**config.mk**
```make
export PLATFORM = sky130hd
export DESIGN_NAME = pd_source_pin_signalling
export DESIGN_NICKNAME = d
export VERILOG_FILES = /design/src/pd_pin_pkg.sv /design/src/pd_source_pin_signalling.sv
export SDC_FILE = /design/constraint.sdc
export NUM_CORES = 1
export LEC_CHECK = 0
export BUFFER_PORTS_ARGS = -buffer_cell sky130_fd_sc_hd__buf_4
export CORE_ASPECT_RATIO = 0.8
export CORE_MARGIN = 1.5
export CORE_UTILIZATION = 35
export CTS_CLUSTER_DIAMETER = 120
export DETAILED_ROUTE_END_ITERATION = 8
export PLACE_DENSITY = 0.74
export SYNTH_ARGS = -nofsm -noshare
export SYNTH_HDL_FRONTEND = slang
export SYNTH_SLANG_ARGS = --single-unit
```
**constraint.sdc**
```tcl
create_clock -name ref_clk -period 1.45 [get_ports ref_clk]
set_input_delay 0.29 -clock ref_clk [delete_from_list [all_inputs] [get_ports ref_clk]]
set_output_delay 0.29 -clock ref_clk [all_outputs]
set_load 0.05 [all_outputs]
```
**src/pd_pin_pkg.sv**
```systemverilog
package pd_pin_pkg;

  localparam logic [1:0] GPO_SEL_PROFILE = 2'h3;
  localparam logic [1:0] GPO_SEL_RESET = 2'h0;
  localparam int PROFILE_W = 3;
  localparam logic [2:0] PROFILE_NONE = 3'h0;
  localparam logic [2:0] PROFILE_2 = 3'h1;
  localparam logic [2:0] PROFILE_3 = 3'h2;
  localparam logic [2:0] PROFILE_4 = 3'h3;
  localparam logic [2:0] PROFILE_5 = 3'h4;
  localparam int GPO_N = 5;

  // Core-side inputs from connection, monitoring and policy logic
  typedef struct packed {
    logic sink_attached;
    logic on_cc2;
    logic bus_voltage_valid;
    logic supply_above_uvlo;
    logic supply_below_ovlo;
    logic vconn_switch_en;
    logic discharge_req;
    logic irq_pending;
    logic [PROFILE_W-1:0] profile_sel;
  } core_status_t;

  // Lockout checks and output function selects
  typedef struct packed {
    logic uvlo_check_en;
    logic ovlo_check_en;
    logic [1:0] gpo0_function_select;
    logic [1:0] gpo1_function_select;
    logic [1:0] gpo_group_function_select;
  } startup_cfg_t;

  // Two-state drive: oe high pulls pad low, data is always 0
  typedef struct packed {
    logic out;
    logic oe;
  } od_pin_t;

  typedef struct packed {
    logic orientation_cc2;
    logic power_enable_level;
    logic [GPO_N-1:0] gpo_level;
  } host_status_t;

endpackage : pd_pin_pkg

```
**src/pd_source_pin_signalling.sv**
```systemverilog
// Summary of operation
// While reset is high both CC pins are left floating with no termination or drive.
// Reset high reinitialises all state; the stored startup configuration is reloaded on the first clock edge after release.
// Orientation output floats for CC1 attachment and pulls low for CC2 attachment.
// The detected orientation is also presented in a host-readable status bit.
// Source power enable pulls low only with a sink attached and bus voltage valid.
// The present level of the power enable pin is mirrored into a host status bit.
// Supply undervoltage and overvoltage lockouts, each separately enabled, also gate power enable.
// The address strap is sampled once after startup and held as address bit 0 until next reset.
// With select 11b, general_io_0 pulls low while the second profile is selected.
// With select 11b, general_io_1 pulls low while the third profile is selected.
// With group select 11b, io_2 flags profile four, io_3 profile five and io_4 sink attachment.
// Profile flags clear on reset so every profile output starts released.
// With a valid connection and VCONN switches enabled, VCONN goes to the unused CC pin.
// The interrupt line pulls low to request attention and floats otherwise.
// The external discharge control output switches the external discharge path.
// Open-drain pins are only pulled low or released, never driven high.
// The board supplies pull-ups so that released open-drain lines read high.
module pd_source_pin_signalling (
  input wire logic ref_clk,
  input wire logic sys_rst,
  input wire pd_pin_pkg::core_status_t core_status,
  input wire pd_pin_pkg::startup_cfg_t stored_cfg,
  input wire logic variable_voltage_addr_strap,
  output pd_pin_pkg::od_pin_t orientation_select,
  output pd_pin_pkg::od_pin_t source_power_enable_n,
  output pd_pin_pkg::od_pin_t interrupt_request_n,
  output pd_pin_pkg::od_pin_t [pd_pin_pkg::GPO_N-1:0] general_io,
  output logic external_discharge_ctl,
  output logic cc_termination_en,
  output logic vconn_to_cc1,
  output logic vconn_to_cc2,
  output logic i2c_addr_bit0,
  output pd_pin_pkg::host_status_t host_status
);
  import pd_pin_pkg::*;

  typedef enum logic [1:0] {
    ST_RESET = 2'h0,
    ST_SAMPLE = 2'h1,
    ST_RUN = 2'h3
  } phase_t;

  phase_t phase_q, phase_d;
  startup_cfg_t cfg_q, cfg_d;
  logic addr0_q, addr0_d;
  logic run;
  logic attached;
  logic vconn_on;
  logic uvlo_ok;
  logic ovlo_ok;
  logic supply_ok;
  logic gpo0_profile_mode;
  logic gpo1_profile_mode;
  logic group_profile_mode;
  logic [3:0] profile_select_flag;

  // Registered pin state
  logic term_q, term_d;
  logic orient_q, orient_d;
  logic vc1_q, vc1_d;
  logic vc2_q, vc2_d;
  logic pwr_en_q, pwr_en_d;
  logic irq_q, irq_d;
  logic disch_q, disch_d;
  logic [GPO_N-1:0] gpo_q, gpo_d;
  host_status_t status_q, status_d;

  // Startup sequence: configuration reload, then one strap sample, then run
  always_comb begin
    phase_d = phase_q;
    cfg_d = cfg_q;
    addr0_d = addr0_q;
    case (phase_q)
      ST_RESET: begin
        // Snapshot of the stored startup configuration
        cfg_d = stored_cfg;
        phase_d = ST_SAMPLE;
      end
      ST_SAMPLE: begin
        // Strap is read once here and ignored until the next reset
        addr0_d = variable_voltage_addr_strap;
        phase_d = ST_RUN;
      end
      ST_RUN: begin
        phase_d = ST_RUN;
      end
      default: begin
        phase_d = ST_RESET;
      end
    endcase
  end

  always_ff @(posedge ref_clk) begin
    if (sys_rst) begin
      phase_q <= ST_RESET;
      cfg_q.uvlo_check_en <= 1'b0;
      cfg_q.ovlo_check_en <= 1'b0;
      cfg_q.gpo0_function_select <= GPO_SEL_RESET;
      cfg_q.gpo1_function_select <= GPO_SEL_RESET;
      cfg_q.gpo_group_function_select <= GPO_SEL_RESET;
      addr0_q <= 1'b0;
    end else begin
      phase_q <= phase_d;
      cfg_q <= cfg_d;
      addr0_q <= addr0_d;
    end
  end

  // Pin logic follows the core only once startup sampling is done
  assign run = (phase_q == ST_RUN);
  assign attached = run && core_status.sink_attached;
  assign vconn_on = attached && core_status.vconn_switch_en;

  // Configuration channel termination, orientation and VCONN routing
  always_comb begin
    term_d = run;
    orient_d = attached && core_status.on_cc2;
    // VCONN goes to the CC pin that the cable does not use
    vc1_d = vconn_on && core_status.on_cc2;
    vc2_d = vconn_on && !core_status.on_cc2;
  end

  always_ff @(posedge ref_clk) begin
    if (sys_rst) begin
      term_q <= 1'b0;
      orient_q <= 1'b0;
      vc1_q <= 1'b0;
      vc2_q <= 1'b0;
    end else begin
      term_q <= term_d;
      orient_q <= orient_d;
      vc1_q <= vc1_d;
      vc2_q <= vc2_d;
    end
  end

  // Power path, discharge and interrupt request; a disabled lockout is ignored
  always_comb begin
    uvlo_ok = !cfg_q.uvlo_check_en || core_status.supply_above_uvlo;
    ovlo_ok = !cfg_q.ovlo_check_en || core_status.supply_below_ovlo;
    supply_ok = uvlo_ok && ovlo_ok;
    pwr_en_d = attached && core_status.bus_voltage_valid && supply_ok;
    irq_d = run && core_status.irq_pending;
    disch_d = run && core_status.discharge_req;
  end

  always_ff @(posedge ref_clk) begin
    if (sys_rst) begin
      pwr_en_q <= 1'b0;
      irq_q <= 1'b0;
      disch_q <= 1'b0;
    end else begin
      pwr_en_q <= pwr_en_d;
      irq_q <= irq_d;
      disch_q <= disch_d;
    end
  end

  // Profile flags stay clear outside the run phase; other selects leave the pins released
  always_comb begin
    gpo0_profile_mode = (cfg_q.gpo0_function_select == GPO_SEL_PROFILE);
    gpo1_profile_mode = (cfg_q.gpo1_function_select == GPO_SEL_PROFILE);
    group_profile_mode = (cfg_q.gpo_group_function_select == GPO_SEL_PROFILE);
    profile_select_flag = '0;
    if (run) begin
      profile_select_flag[0] = (core_status.profile_sel == PROFILE_2);
      profile_select_flag[1] = (core_status.profile_sel == PROFILE_3);
      profile_select_flag[2] = (core_status.profile_sel == PROFILE_4);
      profile_select_flag[3] = (core_status.profile_sel == PROFILE_5);
    end
    gpo_d[0] = gpo0_profile_mode && profile_select_flag[0];
    gpo_d[1] = gpo1_profile_mode && profile_select_flag[1];
    gpo_d[2] = group_profile_mode && profile_select_flag[2];
    gpo_d[3] = group_profile_mode && profile_select_flag[3];
    gpo_d[4] = group_profile_mode && attached;
  end

  always_ff @(posedge ref_clk) begin
    if (sys_rst) begin
      gpo_q <= '0;
    end else begin
      gpo_q <= gpo_d;
    end
  end

  // Host status holds the power enable and general IO pad levels as they read with the board pull-ups; the orientation bit is high for CC2
  always_comb begin
    status_d.orientation_cc2 = orient_d;
    status_d.power_enable_level = !pwr_en_d;
    status_d.gpo_level = ~gpo_d;
  end

  always_ff @(posedge ref_clk) begin
    if (sys_rst) begin
      status_q.orientation_cc2 <= 1'b0;
      status_q.power_enable_level <= 1'b1;
      status_q.gpo_level <= '1;
    end else begin
      status_q <= status_d;
    end
  end

  // Open-drain pads carry a constant low data value
  always_comb begin
    orientation_select = '{out: 1'b0, oe: orient_q};
    source_power_enable_n = '{out: 1'b0, oe: pwr_en_q};
    interrupt_request_n = '{out: 1'b0, oe: irq_q};
    for (int i = 0; i < GPO_N; i++) begin
      general_io[i] = '{out: 1'b0, oe: gpo_q[i]};
    end
  end

  // Plain level outputs
  assign external_discharge_ctl = disch_q;
  assign cc_termination_en = term_q;
  assign vconn_to_cc1 = vc1_q;
  assign vconn_to_cc2 = vc2_q;
  assign i2c_addr_bit0 = addr0_q;
  assign host_status = status_q;

endmodule : pd_source_pin_signalling

```
==> run metrics <==
TritonCTS buffer count 5; Area Overhead vs Synth 36.6%; Worst setup SP type flip-flop; Maximum Capacitance Violations 0; post-synth top area cell dfxtp_1; vias 793; crit path max fanout 13; GRT Residual Overflow 0; first-pass GRT wire length 3040 um; Post-synth EDFFs 0; WL/cell 9.94 um; Skew-Pair Late Insertion Delay 330 ps; # IOs 50; Core ar. 2770 um^2; CP Class reg -> reg; R2R setup slack 140 ps; Post-synth ARST share 0%; main area contributors after synthesis dfxtp_1, buf_4, a21oi_1; Root Buffer clkbuf_4; GRT Overall Usage 12.9%; RePlAce Congestion 0.749; Vias/cell 4.29; vias in the first global route 744; Detailed Routing Iterations Pass 1 4; clock sink count 29; CP required 1670 ps; fin crit period 1310 ps; final hold slack 120 ps; total wire length 1840 um; CP Buf/Inv Count 0; Final Cycle Share 90.2%; Mapped Cells 105; Max clock buf depth 2; fmax 764 MHz; Die Wd 63.2 um; largest net degree at the start of global routing 14; Max Clock Skew 7.76 ps; sequential area share after synthesis 57.1%; status finished, final reports clean; clock transition at the registers of the reported paths 90 ps; Nets 168; Final Setup Violations 0; Die ar. 3240 um^2; CP arrival 1530 ps; DR DRC count 0; Slew Viols, Final 0; Post-Syn Area 1020 um^2; Fillers 268; share of layout cells above drive strength 1 35.4%; maximum VDD drop 0.619 mV; initial antenna violation count 0; critical-path cell list and3b_1 -> nand2_1 -> or2_2; Die H 51.2 um; crit path capture type flip-flop; Lkg Pwr 0.000633 uW; Yosys warning count 0; PwrDens 1210 nW/um^2; Final ANT Viol Nets 0; CTS tree built; number of synthesized register bits 29; type of the worst min-delay path in -> reg; leading register cell type out of synthesis dfxtp_1; Setup TNS 0 ps; Yosys cell types 23; Hold-fix buffers, CTS 0; Port-buffer cells 41; RSZ-0062 raised after global routing false; CP max stage cell dfxtp_1; H-Tree Level Count 2; Core Util, Final 50.2%; crit-path max cell delay 510 ps; post-CTS setup buffer count 0; Initial Util 36.7%; cts repair resizes 0; hold violation count in the final report 0; # diodes 0; Synth Area per Inst 9.68 um^2; FP Rows 17; Initial DRC Count 17; Largest delay share family, worst path simple AND/OR/NAND/NOR gates; top cell type's share of synthesized area 57.1%
[path summary, 6_finish.rpt]
check,startpoint,depth (start not counted),endpoint
hold / removal,core_status[9],2,vconn_to_cc2
setup / recovery,phase_q[1],3,host_status[5]
setup reg to reg,phase_q[1],3,host_status[5]
hold reg to reg,cfg_q[2],1,host_status[1]
[final cells by class]
class | count | area [um^2] | area share [%]
Tap cell | 38 | 47.5 | 3.43
Clock inverter | 1 | 30.0 | 2.16
Timing Repair Buffer | 43 | 323 | 23.3
Inverter | 4 | 15.0 | 1.08
Clock buffer | 7 | 55.1 | 3.97
Multi-Input combinational cell | 63 | 337 | 24.3
Sequential cell | 29 | 581 | 41.8
[metal layers]
metal	routed length [um]	up-vias	global-route usage, %	part of all wire [%]
li1	-	415	-	-
met1	805	332	14.1	44
met2	771	38	19.0	42
met3	191	8	6.17	10
met4	71	0	10.9	3.9
met5	0	-	0	0
[placed cells by master (no fill, tap or decap)]
master / count
buf_4: 43
dfxtp_1: 29
a21oi_1: 10
nand2_1: 10
o21ai_0: 9
conb_1: 8
clkbuf_4: 5
inv_1: 4
and2_1: 4
nand4_1: 3
nor2_1: 3
and4_1: 3
nor2b_1: 2
and3_1: 2
nand3_1: 2
and3b_1: 1
nor2b_4: 1
nor3_1: 1
nand3b_1: 1
nor3b_1: 1
o221ai_1: 1
or2_2: 1
clkbuf_8: 1
bufinv_16: 1
clkbuf_1: 1
[Yosys cell counts, drive strengths merged (2+ instances only)]
| cell type | number |
|---|---|
| nand3 | 2 |
| dfxtp | 29 |
| inv | 4 |
| buf | 14 |
| and2 | 4 |
| o21ai | 9 |
| nand2 | 10 |
| nor2b | 3 |
| and4 | 3 |
| clkbuf | 2 |
| a21oi | 10 |
| and3 | 2 |
| nor2 | 3 |
| nand4 | 3 |
[flip-flops by register name (all words and copies together), names as in the netlist]
signal / count
host_status: 7
pwr_en_q: 1
vconn_to_cc2: 1
external_discharge_ctl: 1
gpo_q: 5
irq_q: 1
phase_q: 2
i2c_addr_bit0: 1
cc_termination_en: 1
cfg_q: 8
vconn_to_cc1: 1
[cell families after synthesis]
| family | count (synthesis) | synth area share (%) |
|---|---|---|
| AO/OA/AOI/OAI | 20 | 10.2 |
| AND/OR/NAND/NOR | 35 | 20.0 |
| buffers and inverters | 20 | 12.3 |
| flip-flops | 29 | 57.1 |
| other | 1 | 0.369 |
[power by group]
| group | internal [uW] | switching [uW] | total (uW) | leakage (uW) |
|---|---|---|---|---|
| registers | 818 | 15.0 | 833 | 0.000236 |
| clock network | 411 | 256 | 668 | 0.0000455 |
| logic | 64.0 | 108 | 172 | 0.000351 |
| total | 1290 | 379 | 1670 | 0.000633 |
[per-stage QoR]
step	total power, uW	area (um^2)	setup slack (ps)	std cells
finish	1670	1390	142	185
global route	1740	1390	27.0	185
CTS	1700	1390	143	185
detailed placement	1020	1300	147	177
global placement	1020	1300	185	177
floorplan	973	1040	379	112
Note: power is estimated with default switching activity, not from simulation.
